<file path="src/inc/mtsq_pkg.sv">
// Purpose: constants for the measurement trigger sequencer
// Assumes: 100 MHz mclk_i, APB register access
// Notes: register offsets are byte addresses
// Function
// - Idle when not measuring; sampling indicator lit only during a measurement.
// - Initiate, read-query or measure-query moves idle to wait-for-trigger; only the initiate command exists here.
// - Detected trigger from selected source runs delay, then measurement.
// - Front panel operation keeps the sequencer armed in wait-for-trigger.
// - Auto, immediate and single modes; auto selected after power-on.
// - Auto mode retriggers continuously, readings back to back; here each reading first waits out its completion pulse in DONE.
// - Immediate mode triggers internally on entering wait-for-trigger.
// - Each single key press gives one trigger, one reading or sample count.
// - Trigger-ready indicator lit whenever next trigger can be accepted.
// - External source: each input pulse yields one reading or sample count.
// - External-source indicator lit while external source is enabled.
// - One active-low completion pulse after every completed measurement.
// - External trigger and completion pulse form a switching handshake.
// - Bus mode: trigger command acts exactly like a single-key trigger.
// - All trigger settings volatile, defaults restored at reset.
// - Sample count defaults to one, programmable up to 50000.
// - Trigger count defaults to one before returning to idle.
// - Delay automatic by default, or manual from 0 to 3600 seconds.
package mtsq_pkg;
  localparam logic [7:0] MTSQ_CTRL_OFS = 8'h00;
  localparam logic [7:0] MTSQ_CMD_OFS = 8'h04;
  localparam logic [7:0] MTSQ_SCNT_OFS = 8'h08;
  localparam logic [7:0] MTSQ_TCNT_OFS = 8'h0C;
  localparam logic [7:0] MTSQ_DLY_OFS = 8'h10;
  localparam logic [7:0] MTSQ_ADLY_OFS = 8'h14;
  localparam logic [7:0] MTSQ_STAT_OFS = 8'h18;
  // Control fields
  localparam int MTSQ_SRC_LSB = 0;
  localparam int MTSQ_DAUTO_BIT = 4;
  localparam int MTSQ_REMOTE_BIT = 5;
  // Command strobes
  localparam int MTSQ_CMD_INIT_BIT = 0;
  localparam int MTSQ_CMD_TRG_BIT = 1;
  localparam int MTSQ_CMD_ABORT_BIT = 2;
  typedef enum logic [2:0] {
    MTSQ_SRC_AUTO, MTSQ_SRC_IMM, MTSQ_SRC_SINGLE, MTSQ_SRC_BUS, MTSQ_SRC_EXT
  } mtsq_src_e;
  typedef enum logic [2:0] {
    MTSQ_ST_IDLE, MTSQ_ST_WAIT, MTSQ_ST_DELAY, MTSQ_ST_MEAS, MTSQ_ST_DONE
  } mtsq_state_e;
  localparam logic [15:0] MTSQ_SCNT_MAX = 16'hC350; // 50000
  localparam logic [15:0] MTSQ_SCNT_RST = 16'h0001;
  localparam logic [15:0] MTSQ_TCNT_RST = 16'h0001;
  localparam logic [11:0] MTSQ_DLY_MAX_S = 12'hE10; // 3600 s
  localparam logic [31:0] MTSQ_DLY_RST = 32'h0000_0000;
  localparam logic [31:0] MTSQ_ADLY_RST = 32'h0000_0000;
  localparam int MTSQ_CLK_HZ = 100_000_000;
  localparam int MTSQ_MS_PER_S = 1000;
  // Delay register counts milliseconds
  localparam int MTSQ_TICK_NS = 1_000_000;
  localparam int MTSQ_CLK_NS = 10;
  localparam int MTSQ_TICK_CYC = MTSQ_TICK_NS / MTSQ_CLK_NS;
  localparam logic [31:0] MTSQ_DLY_MAX_MS = 32'(3600 * MTSQ_MS_PER_S);
  localparam logic [31:0] MTSQ_APB_ZERO = 32'h0000_0000;
endpackage

</file>
<file path="src/hdl/mtsq_top.sv">
// Purpose: trigger sequencer with APB registers and external handshake
// Assumes: single clock, external pins asynchronous
// Notes: measurement engine handshakes via meas_start_o/meas_done_i
//
// Added by the designer: the placing of the registers and the APB register port.
`timescale 1ns/10ps
module mtsq_top #(
  parameter int TICK_CYC = mtsq_pkg::MTSQ_TICK_CYC,
  parameter int EXT_MIN_CYC = 4,
  parameter int COMP_CYC = 50
) (
  input wire logic mclk_i,
  input wire logic reset_n_i,
  input wire logic psel_i,
  input wire logic penable_i,
  input wire logic pwrite_i,
  input wire logic [7:0] paddr_i,
  input wire logic [31:0] pwdata_i,
  input wire logic [3:0] pstrb_i,
  output logic [31:0] prdata_o,
  output logic pready_o,
  output logic pslverr_o,
  input wire logic single_key_i,
  input wire logic external_trigger_input_n_i,
  input wire logic meas_done_i,
  output logic meas_start_o,
  output logic measurement_complete_output_n_o,
  output logic sampling_o,
  output logic trigger_ready_indicator_o,
  output logic external_source_indicator_o
);
  mtsq_pkg::mtsq_state_e state_reg;
  mtsq_pkg::mtsq_src_e src_reg;
  logic dauto_reg;
  logic remote_reg;
  logic [15:0] scnt_reg;
  logic [15:0] tcnt_reg;
  logic [31:0] dly_reg;
  logic [31:0] adly_reg;
  logic [15:0] samp_left_reg;
  logic [15:0] trg_left_reg;
  logic [31:0] dly_left_reg;
  logic [31:0] tick_cnt_reg;
  logic [2:0] ext_sync_reg;
  logic ext_level_reg;
  logic [15:0] ext_wid_reg;
  logic ext_pulse;
  logic [2:0] key_sync_reg;
  logic key_level_reg;
  logic key_pulse;
  logic [15:0] comp_cnt_reg;
  logic wr_en;
  logic init_cmd;
  logic bus_cmd;
  logic abort_cmd;
  logic trigger_ready_indicator_det;
  logic tick;
  logic [31:0] dly_sel;

  function automatic logic hit(input logic [7:0] a, input logic [7:0] ofs);
    hit = (a == ofs);
  endfunction

  // Zero-wait APB slave
  assign pready_o = 1'b1;
  assign wr_en = psel_i && penable_i && pwrite_i && (pstrb_i != 4'h0);
  assign pslverr_o = psel_i && penable_i && !(hit(paddr_i, mtsq_pkg::MTSQ_CTRL_OFS) ||
    hit(paddr_i, mtsq_pkg::MTSQ_CMD_OFS) || hit(paddr_i, mtsq_pkg::MTSQ_SCNT_OFS) ||
    hit(paddr_i, mtsq_pkg::MTSQ_TCNT_OFS) || hit(paddr_i, mtsq_pkg::MTSQ_DLY_OFS) ||
    hit(paddr_i, mtsq_pkg::MTSQ_ADLY_OFS) || hit(paddr_i, mtsq_pkg::MTSQ_STAT_OFS));
  assign init_cmd = wr_en && hit(paddr_i, mtsq_pkg::MTSQ_CMD_OFS) &&
    pwdata_i[mtsq_pkg::MTSQ_CMD_INIT_BIT];
  assign bus_cmd = wr_en && hit(paddr_i, mtsq_pkg::MTSQ_CMD_OFS) &&
    pwdata_i[mtsq_pkg::MTSQ_CMD_TRG_BIT];
  assign abort_cmd = wr_en && hit(paddr_i, mtsq_pkg::MTSQ_CMD_OFS) &&
    pwdata_i[mtsq_pkg::MTSQ_CMD_ABORT_BIT];

  // Settings registers, defaults at reset
  always_ff @(posedge mclk_i or negedge reset_n_i) begin
    if (!reset_n_i) begin
      src_reg <= mtsq_pkg::MTSQ_SRC_AUTO;
      dauto_reg <= 1'b1;
      remote_reg <= 1'b0;
      scnt_reg <= mtsq_pkg::MTSQ_SCNT_RST;
      tcnt_reg <= mtsq_pkg::MTSQ_TCNT_RST;
      dly_reg <= mtsq_pkg::MTSQ_DLY_RST;
      adly_reg <= mtsq_pkg::MTSQ_ADLY_RST;
    end else if (wr_en) begin
      if (hit(paddr_i, mtsq_pkg::MTSQ_CTRL_OFS)) begin
        if (pwdata_i[2:0] <= 3'(mtsq_pkg::MTSQ_SRC_EXT)) begin
          src_reg <= mtsq_pkg::mtsq_src_e'(pwdata_i[mtsq_pkg::MTSQ_SRC_LSB +: 3]);
        end
        dauto_reg <= pwdata_i[mtsq_pkg::MTSQ_DAUTO_BIT];
        remote_reg <= pwdata_i[mtsq_pkg::MTSQ_REMOTE_BIT];
      end
      // Out-of-range sample counts are clamped rather than refused
      if (hit(paddr_i, mtsq_pkg::MTSQ_SCNT_OFS)) begin
        if (pwdata_i[15:0] == 16'h0000) begin
          scnt_reg <= mtsq_pkg::MTSQ_SCNT_RST;
        end else if (pwdata_i[31:16] != 16'h0000 || pwdata_i[15:0] > mtsq_pkg::MTSQ_SCNT_MAX) begin
          scnt_reg <= mtsq_pkg::MTSQ_SCNT_MAX;
        end else begin
          scnt_reg <= pwdata_i[15:0];
        end
      end
      if (hit(paddr_i, mtsq_pkg::MTSQ_TCNT_OFS)) begin
        tcnt_reg <= (pwdata_i[15:0] == 16'h0000) ? mtsq_pkg::MTSQ_TCNT_RST : pwdata_i[15:0];
      end
      if (hit(paddr_i, mtsq_pkg::MTSQ_DLY_OFS)) begin
        dly_reg <= (pwdata_i > mtsq_pkg::MTSQ_DLY_MAX_MS) ? mtsq_pkg::MTSQ_DLY_MAX_MS :
          pwdata_i;
      end
      if (hit(paddr_i, mtsq_pkg::MTSQ_ADLY_OFS)) begin
        adly_reg <= (pwdata_i > mtsq_pkg::MTSQ_DLY_MAX_MS) ? mtsq_pkg::MTSQ_DLY_MAX_MS :
          pwdata_i;
      end
    end
  end

  always_ff @(posedge mclk_i or negedge reset_n_i) begin
    if (!reset_n_i) begin
      prdata_o <= mtsq_pkg::MTSQ_APB_ZERO;
    end else if (psel_i && !penable_i && !pwrite_i) begin
      unique case (paddr_i)
        mtsq_pkg::MTSQ_CTRL_OFS: prdata_o <= {26'h0, remote_reg, dauto_reg, 1'b0, src_reg};
        mtsq_pkg::MTSQ_SCNT_OFS: prdata_o <= {16'h0, scnt_reg};
        mtsq_pkg::MTSQ_TCNT_OFS: prdata_o <= {16'h0, tcnt_reg};
        mtsq_pkg::MTSQ_DLY_OFS: prdata_o <= dly_reg;
        mtsq_pkg::MTSQ_ADLY_OFS: prdata_o <= adly_reg;
        mtsq_pkg::MTSQ_STAT_OFS: prdata_o <= {8'h0, trg_left_reg, 5'h0, state_reg};
        default: prdata_o <= mtsq_pkg::MTSQ_APB_ZERO;
      endcase
    end
  end

  // Three-stage synchronisers; decide on stages two and three agreeing
  always_ff @(posedge mclk_i or negedge reset_n_i) begin
    if (!reset_n_i) begin
      ext_sync_reg <= 3'h7;
      ext_level_reg <= 1'b1;
      ext_wid_reg <= 16'h0000;
    end else begin
      ext_sync_reg <= {ext_sync_reg[1:0], external_trigger_input_n_i};
      if (ext_sync_reg[2] == ext_sync_reg[1]) begin
        ext_level_reg <= ext_sync_reg[2];
      end
      // Low-time counter rejects glitches shorter than EXT_MIN_CYC
      if (ext_level_reg) begin
        ext_wid_reg <= 16'h0000;
      end else if (ext_wid_reg != 16'hFFFF) begin
        ext_wid_reg <= ext_wid_reg + 16'h0001;
      end
    end
  end
  assign ext_pulse = !ext_level_reg && (ext_wid_reg == 16'(EXT_MIN_CYC - 1));

  always_ff @(posedge mclk_i or negedge reset_n_i) begin
    if (!reset_n_i) begin
      key_sync_reg <= 3'h0;
      key_level_reg <= 1'b0;
    end else begin
      key_sync_reg <= {key_sync_reg[1:0], single_key_i};
      if (key_sync_reg[2] == key_sync_reg[1]) begin
        key_level_reg <= key_sync_reg[2];
      end
    end
  end
  assign key_pulse = (key_sync_reg[2] == key_sync_reg[1]) && key_sync_reg[2] && !key_level_reg;

  always_comb begin
    unique case (src_reg)
      mtsq_pkg::MTSQ_SRC_AUTO: trigger_ready_indicator_det = 1'b1;
      mtsq_pkg::MTSQ_SRC_IMM: trigger_ready_indicator_det = 1'b1;
      mtsq_pkg::MTSQ_SRC_SINGLE: trigger_ready_indicator_det = key_pulse;
      mtsq_pkg::MTSQ_SRC_BUS: trigger_ready_indicator_det = bus_cmd || key_pulse;
      mtsq_pkg::MTSQ_SRC_EXT: trigger_ready_indicator_det = ext_pulse;
      default: trigger_ready_indicator_det = 1'b0;
    endcase
  end

  assign dly_sel = dauto_reg ? adly_reg : dly_reg;

  // Millisecond tick for the delay
  always_ff @(posedge mclk_i or negedge reset_n_i) begin
    if (!reset_n_i) begin
      tick_cnt_reg <= 32'h0;
    end else if (state_reg != mtsq_pkg::MTSQ_ST_DELAY || tick) begin
      tick_cnt_reg <= 32'h0;
    end else begin
      tick_cnt_reg <= tick_cnt_reg + 32'h1;
    end
  end
  assign tick = (tick_cnt_reg == 32'(TICK_CYC - 1));

  always_ff @(posedge mclk_i or negedge reset_n_i) begin
    if (!reset_n_i) begin
      state_reg <= mtsq_pkg::MTSQ_ST_IDLE;
      samp_left_reg <= 16'h0;
      trg_left_reg <= 16'h0;
      dly_left_reg <= 32'h0;
    end else if (abort_cmd) begin
      state_reg <= mtsq_pkg::MTSQ_ST_IDLE;
    end else begin
      unique case (state_reg)
        mtsq_pkg::MTSQ_ST_IDLE: begin
          // Front panel stays armed; remote waits for initiate
          if (init_cmd || !remote_reg) begin
            state_reg <= mtsq_pkg::MTSQ_ST_WAIT;
            trg_left_reg <= tcnt_reg;
          end
        end
        mtsq_pkg::MTSQ_ST_WAIT: begin
          if (trigger_ready_indicator_det) begin
            state_reg <= mtsq_pkg::MTSQ_ST_DELAY;
            dly_left_reg <= dly_sel;
            samp_left_reg <= scnt_reg;
          end
        end
        mtsq_pkg::MTSQ_ST_DELAY: begin
          if (dly_left_reg == 32'h0) begin
            state_reg <= mtsq_pkg::MTSQ_ST_MEAS;
          end else if (tick) begin
            dly_left_reg <= dly_left_reg - 32'h1;
          end
        end
        mtsq_pkg::MTSQ_ST_MEAS: begin
          if (meas_done_i) begin
            state_reg <= mtsq_pkg::MTSQ_ST_DONE;
            samp_left_reg <= samp_left_reg - 16'h1;
          end
        end
        mtsq_pkg::MTSQ_ST_DONE: begin
          // Hold until the completion pulse ends, so every reading gets a pulse of its own
          if (comp_cnt_reg != 16'h0) begin
            state_reg <= mtsq_pkg::MTSQ_ST_DONE;
          end else if (samp_left_reg != 16'h0) begin
            state_reg <= mtsq_pkg::MTSQ_ST_MEAS;
          end else if (!remote_reg || trg_left_reg > 16'h1) begin
            state_reg <= mtsq_pkg::MTSQ_ST_WAIT;
            trg_left_reg <= remote_reg ? trg_left_reg - 16'h1 : trg_left_reg;
          end else begin
            state_reg <= mtsq_pkg::MTSQ_ST_IDLE;
            trg_left_reg <= 16'h0;
          end
        end
        default: state_reg <= mtsq_pkg::MTSQ_ST_IDLE;
      endcase
    end
  end

  // Completion pulse, one per reading; the sequencer waits in DONE until it ends,
  // trading some auto-mode rate for a distinct pulse per reading
  always_ff @(posedge mclk_i or negedge reset_n_i) begin
    if (!reset_n_i) begin
      comp_cnt_reg <= 16'h0;
    end else if (state_reg == mtsq_pkg::MTSQ_ST_MEAS && meas_done_i && !abort_cmd) begin
      comp_cnt_reg <= 16'(COMP_CYC);
    end else if (comp_cnt_reg != 16'h0) begin
      comp_cnt_reg <= comp_cnt_reg - 16'h1;
    end
  end

  // Completion pin idles high
  always_ff @(posedge mclk_i or negedge reset_n_i) begin
    if (!reset_n_i) begin
      measurement_complete_output_n_o <= 1'b1;
    end else begin
      measurement_complete_output_n_o <= (comp_cnt_reg == 16'h0);
    end
  end

  always_ff @(posedge mclk_i or negedge reset_n_i) begin
    if (!reset_n_i) begin
      sampling_o <= 1'b0;
    end else begin
      sampling_o <= (state_reg == mtsq_pkg::MTSQ_ST_MEAS);
    end
  end

  always_ff @(posedge mclk_i or negedge reset_n_i) begin
    if (!reset_n_i) begin
      trigger_ready_indicator_o <= 1'b0;
    end else begin
      trigger_ready_indicator_o <= (state_reg == mtsq_pkg::MTSQ_ST_WAIT);
    end
  end

  always_ff @(posedge mclk_i or negedge reset_n_i) begin
    if (!reset_n_i) begin
      external_source_indicator_o <= 1'b0;
    end else begin
      external_source_indicator_o <= (src_reg == mtsq_pkg::MTSQ_SRC_EXT);
    end
  end

  // Start pulse matches the state change into MEAS, except when an abort arrives in the same cycle
  always_ff @(posedge mclk_i or negedge reset_n_i) begin
    if (!reset_n_i) begin
      meas_start_o <= 1'b0;
    end else begin
      meas_start_o <= (state_reg == mtsq_pkg::MTSQ_ST_DELAY && dly_left_reg == 32'h0) ||
        (state_reg == mtsq_pkg::MTSQ_ST_DONE && samp_left_reg != 16'h0 &&
        comp_cnt_reg == 16'h0);
    end
  end
endmodule

</file>
<file path="config.mk">
export PLATFORM = sky130hd
export DESIGN_NAME = mtsq_top
export DESIGN_NICKNAME = d
export VERILOG_FILES = /design/src/inc/mtsq_pkg.sv /design/src/hdl/mtsq_top.sv
export SDC_FILE = /design/constraint.sdc
export NUM_CORES = 1
export LEC_CHECK = 0
export CAP_MARGIN = 10
export CELL_PAD_IN_SITES_DETAIL_PLACEMENT = 1
export CELL_PAD_IN_SITES_GLOBAL_PLACEMENT = 2
export CORE_UTILIZATION = 44
export DETAILED_ROUTE_END_ITERATION = 12
export DONT_BUFFER_PORTS = 1
export GPL_ROUTABILITY_DRIVEN = 0
export PLACE_DENSITY_LB_ADDON = 0.1
export SYNTH_ARGS = -nofsm -noshare
export SYNTH_HDL_FRONTEND = slang
export SYNTH_SLANG_ARGS = --single-unit
</file>
<file path="constraint.sdc">
create_clock -name mclk_i -period 4 [get_ports mclk_i]
set_input_delay 0.8 -clock mclk_i [delete_from_list [all_inputs] [get_ports mclk_i]]
set_output_delay 0.8 -clock mclk_i [all_outputs]
set_load 0.1 [all_outputs]
</file>
After elaboration in Yosys (flattened, before gate mapping):

Cells that the tools add are included.

* $add $sub $neg: 6
* $lt $le $gt $ge: 4
* equal/unequal tests: 32
* muxes and demuxes: 34
* bitwise operators: 1
* reductions and logical operators: 63

Operators with widths (count)
* $mux W16: 14
* $mux W32: 6
* $pmux W32 S6: 1
* $pmux W16 S2: 2
* $pmux W32 S2: 1
* $reduce_bool A16 Y1: 3
* $sub A16 B1 Y16 const B: 3
* $add A32 B1 Y32 const B: 1
* $eq A32 B17 Y1 const B: 1
* $gt A32 B22 Y1 const B: 1
* $logic_not A16 Y1: 2
* $logic_not A32 Y1: 1
* $sub A32 B1 Y32 const B: 1
* $eq A8 B5 Y1 const B: 3
* $logic_and A1 B1 Y1: 18
* $mux W3: 6
* $add A16 B1 Y16 const B: 1
* $eq A16 B2 Y1 const B: 1
* $eq A8 B4 Y1 const B: 2
* $gt A16 B1 Y1 const B: 1
* $gt A16 B16 Y1 const B: 1
* $ne A16 B16 Y1 const B: 1
* $ne A3 B3 Y1 const B: 5
* $pmux W3 S5: 1
* 24 further kinds: 63

* register bits after elaboration: 277
* input port bits: 52
* output and inout port bits: 39

Longest topological paths before layout:

* word-level depth: 10
* mapped depth: 9

Worst setup path after synthesis:

OpenSTA, ideal clock, no wires.

* path kind: input to output
* from: in paddr_i[3]
* to: out pslverr_o
* arrival: 2.649 ns
* data required time: 3.200 ns
* slack: 0.551 ns
* stages: 3
* cell sequence: clkbuf_1 > nand3_1 > a21oi_1

* cells in the longest elaborated chain, start to end: 9
* elaborated cells between the ends (all ways): 15
* those cells by class: 6 x eq/ne; 9 x reduce/logical

Ends and longest elaborated chain
* from (decl): line mtsq_top.sv:17 `input wire logic [7:0] paddr_i,`
* $eq A8 B3 Y1 / $logic_not A8 Y1 (equally long branches): line mtsq_top.sv:61 `hit = (a == ofs);`
* $logic_or A1 B1 Y1: line mtsq_top.sv:67 `assign pslverr_o = psel_i && penable_i && !(hit(paddr_i, mtsq_pkg::MTSQ_CTRL_OFS) ||`
* $logic_or A1 B1 Y1 (2 in a row): line mtsq_top.sv:68 `hit(paddr_i, mtsq_pkg::MTSQ_CMD_OFS) || hit(paddr_i, mtsq_pkg::MTSQ_SCNT_OFS) ||`
* $logic_or A1 B1 Y1 (2 in a row): line mtsq_top.sv:69 `hit(paddr_i, mtsq_pkg::MTSQ_TCNT_OFS) || hit(paddr_i, mtsq_pkg::MTSQ_DLY_OFS) ||`
* $logic_or A1 B1 Y1 *: line mtsq_top.sv:70 `hit(paddr_i, mtsq_pkg::MTSQ_ADLY_OFS) || hit(paddr_i, mtsq_pkg::MTSQ_STAT_OFS));`
* $logic_not A1 Y1 *: line mtsq_top.sv:67
* $logic_and A1 B1 Y1 *: line mtsq_top.sv:67
* to (decl): line mtsq_top.sv:22 `output logic pslverr_o,`

Every way passes the cells marked *; elsewhere a longest branch is shown, timed or not.

Final worst setup path:

* from: reg dly_left_reg[0]
* to: reg dly_left_reg[26]

* cells in the longest elaborated chain, start to end: 4
* elaborated cells between the ends (all ways): 7
* those cells by class: 1 x add/sub; 1 x eq/ne; 3 x mux; 2 x reduce/logical

Ends and longest elaborated chain
* from (decl): line mtsq_top.sv:42 `logic [31:0] dly_left_reg;`
* from (signal assigned): line mtsq_top.sv:215 `dly_left_reg <= dly_sel;`
* from (signal assigned): line mtsq_top.sv:223 `dly_left_reg <= dly_left_reg - 32'h1;`
* $sub A32 B1 Y32: line mtsq_top.sv:223
* $mux W32: line mtsq_top.sv:222 `end else if (tick) begin`
* $mux W32: line mtsq_top.sv:220 `if (dly_left_reg == 32'h0) begin`
* $pmux W32 S2: line mtsq_top.sv:204 `unique case (state_reg)`

Several ways; a longest one is shown, not always the timed one. The select of a mux whose other input is x is not followed.
A chain may end at the register's enable or synchronous reset.

==> flow_summary.toml <==
[status]
status = "finished, violations left"
violations = "DRC"

[synthesis]
synth_top_area_share_pct = 48.4
synth_edf_count = 0
yosys.area.top_type = "dfrtp_1"
ys_seq_elements = 277
yosysSeqAreaShare_pct = 49.9
ys_warn_count = 0
synthTopCellsByArea = "dfrtp_1 (48%), nor2_1 (4.0%), o21ai_0 (3.8%)"
synth_area_um2 = 13900
synth_flop_cell = "dfrtp_1"
avgSynthCellArea_um2 = 9.64
synthArstFlopShare_pct = 100
synth_fp_nets = 1504
ys_types = 75
netlist_instances = 1444

[layout]
drive_above_1_share_pct = 9.81
multi_input_area_um2 = 6600
area_growth_pct = 13.1
mostFrequentLayoutCells = "dfrtp_1 (269), nor2_1 (148), nand2_1 (128)"
final_common_cell = "dfrtp_1"
num-fill-cells = 3430
nNetsFinal = 1505
regArea_um2 = 6940
diodes = 0

[grt]
grt_pass1_wl_um = 74300
grtUsageMet1_pct = 41.2
overflow = 0
grt_pass1_vias = 12500
gr-usage-met3_pct = 5.90
grt_usage_pct = 29.4
use_met2_pct = 46.9
grt.busiest_layer = "met2"
antenna_found_initial = 0
grt_max_degree = 66

[detailed_routing]
drcViolationCount = 7
routed_wl_um = 46500
num_vias = 11900
drt_iter0_markers = 828
viasPerCell = 6.40
drt_pass1_iterations = 11
routedWlPerCell_um = 25.0
ant_nets = 0

[placement]
hpwl_um = 31100
portBuffers = 0

[sta]
setup_viol_count_final = 0
maxSlewViolCount = 0
holdWs_ns = 0.135
period_minus_slack_ns = 3.14
period_share_pct = 78.6
rsz0062_at_grt = "false"
finalSetupTns_ns = 0
worst_clock_skew_ns = 0.0182
fmax_ghz = 0.318
slew_headroom_pct = 35.8
hold_viol_final = 0
worst_pin_slew_ns = 0.963

[setup_path]
endpoint_kind = "flip-flop"
reg2reg_depth = 10
cp.required_ns = 4.44
criticalPathCategory = "reg -> reg"
crit_path_start_kind = "flip-flop"
cp.arrival_ns = 3.58
path_max_fanout = 21

[power]
p_leak_nw = 6.66
peakVddDrop_v = 0.000288
powerDensity_nw_per_um2 = 620

[clocking]
clock_sinks = 277
post_cts_buffers = 0
insertion_delay_ns = 0.51
cts_inserted_buffers = 34
htreeDepth = 2
ctsRootBufferMaster = "clkbuf_16"
cts_tree = "done"
clock_path_buffers = 3
clk_pin_slew_ns = 0.06

[floorplanning]
initial_core_util_pct = 45.1
num_rows = 64
core_um2 = 30800
die_area_um2 = 32300
ios = 91
die_h_um = 180
die_x_um = 180

[worst_hold_path]
hold_path.class = "in -> async"

[flow_run]
drv_cap = 0
-- cell usage after synthesis (4+ instances only) --
cell type	n
a2bb2oi_1	8
nor4_1	37
ha_1	8
mux2i_1	10
o2bb2ai_1	5
a22oi_1	35
buf_2	5
nor4b_1	5
or3_1	15
a21o_1	13
a222oi_1	18
nand2_1	128
dfrtp_1	269
and2_1	16
a32oi_1	6
or4_1	7
nor3_1	64
nand4b_1	4
mux2_2	27
a211oi_1	23
a31oi_1	26
nor3b_1	10
o21ai_0	106
nand2b_1	5
o22ai_1	8
xnor2_1	13
nor2_1	149
and4_1	10
dfstp_2	8
clkbuf_1	69
xor2_1	36
inv_1	21
and3_1	10
a22o_1	21
nand3_1	25
o31ai_1	7
a221oi_1	4
nand4_1	26
a21oi_1	67
nor2b_1	31
o22a_1	36
-- through the flow --
step,setup slack (ns),util (%),power (mW),cells,instance area [um2]
final,0.857,51.1,9.76,1864,15700
after global routing,0.590,51.1,10.3,1864,15700
after CTS,0.800,51.1,9.82,1864,15700
after detailed placement,0.436,46.7,6.40,1798,14400
after global placement,0.550,46.7,6.31,1798,14400
after floorplan,0.551,-,5.52,1444,13900
-- worst paths after layout --
path                                           endpoint  slack (ns)                        start
setup / recovery           dly_left_reg[26]$_DFFE_PN0P_        0.86  dly_left_reg[0]$_DFFE_PN0P_
hold reg to reg               key_sync_reg[1]$_DFF_PN0_        0.35    key_sync_reg[0]$_DFF_PN0_
min in group mclk_i           ext_sync_reg[0]$_DFF_PN1_        0.30   external_trigger_input_n_i
setup reg to reg           dly_left_reg[26]$_DFFE_PN0P_        0.86  dly_left_reg[0]$_DFFE_PN0P_
hold / removal                  tcnt_reg[0]$_DFFE_PN1P_        0.13                    reset_n_i
max in group asynchronous    ext_wid_reg[2]$_DFFE_PN0P_        2.62                    reset_n_i
-- worst max-delay path, cell delays in order (launching register included) --
cell and delay, ns:
dfrtp_1 0.40, inv_1 0.10, ha_1 0.22, nor4b_1 0.31, nand2_1 0.10, buf_4 0.19
or4_1 0.60, o211ai_1 0.29, buf_4 0.31, or2_4 0.33, o22a_1 0.21
-- cells by family after synthesis --
logic type	after synthesis	share of synthesized area, %
compound gates	415	20.4
xor+xnor	49	3.08
fa+ha+maj	9	0.791
buf+inv	101	2.96
flops	277	49.9
mux	37	2.90
other cells	1	0.0269
simple gates	555	20.0
-- where the power goes --
part	total [mW]	internal [mW]	switching [mW]
Combinational	2.78	0.997	1.78
Sequential	3.70	3.18	0.519
Clock	3.29	2.07	1.21
Total	9.76	6.25	3.51
-- area by class of cell --
| type | count | area share [%] |
|---|---|---|
| Timing Repair Buffer | 45 | 2.77 |
| Inverter | 21 | 0.501 |
| Clock inverter | 8 | 1.07 |
| Clock buffer | 51 | 6.46 |
| Tap cell | 396 | 3.15 |
| Sequential cell | 277 | 44.1 |
| Multi-Input combinational cell | 1066 | 42.0 |
-- what timing repair did --
item | CTS | global route
hold buffers | 7 | 0
gates resized for setup | 0 | 0
hold endpoints to repair | 61 | 0
-- metal layers --
metal / share of wire (%) / vias up
met5: 0 / -
met2: 46 / 338
met3: 6.5 / 65
li1: - / 5386
met1: 45 / 6139
met4: 2.3 / 0
No activity file was read; power rests on OpenSTA's default activity.
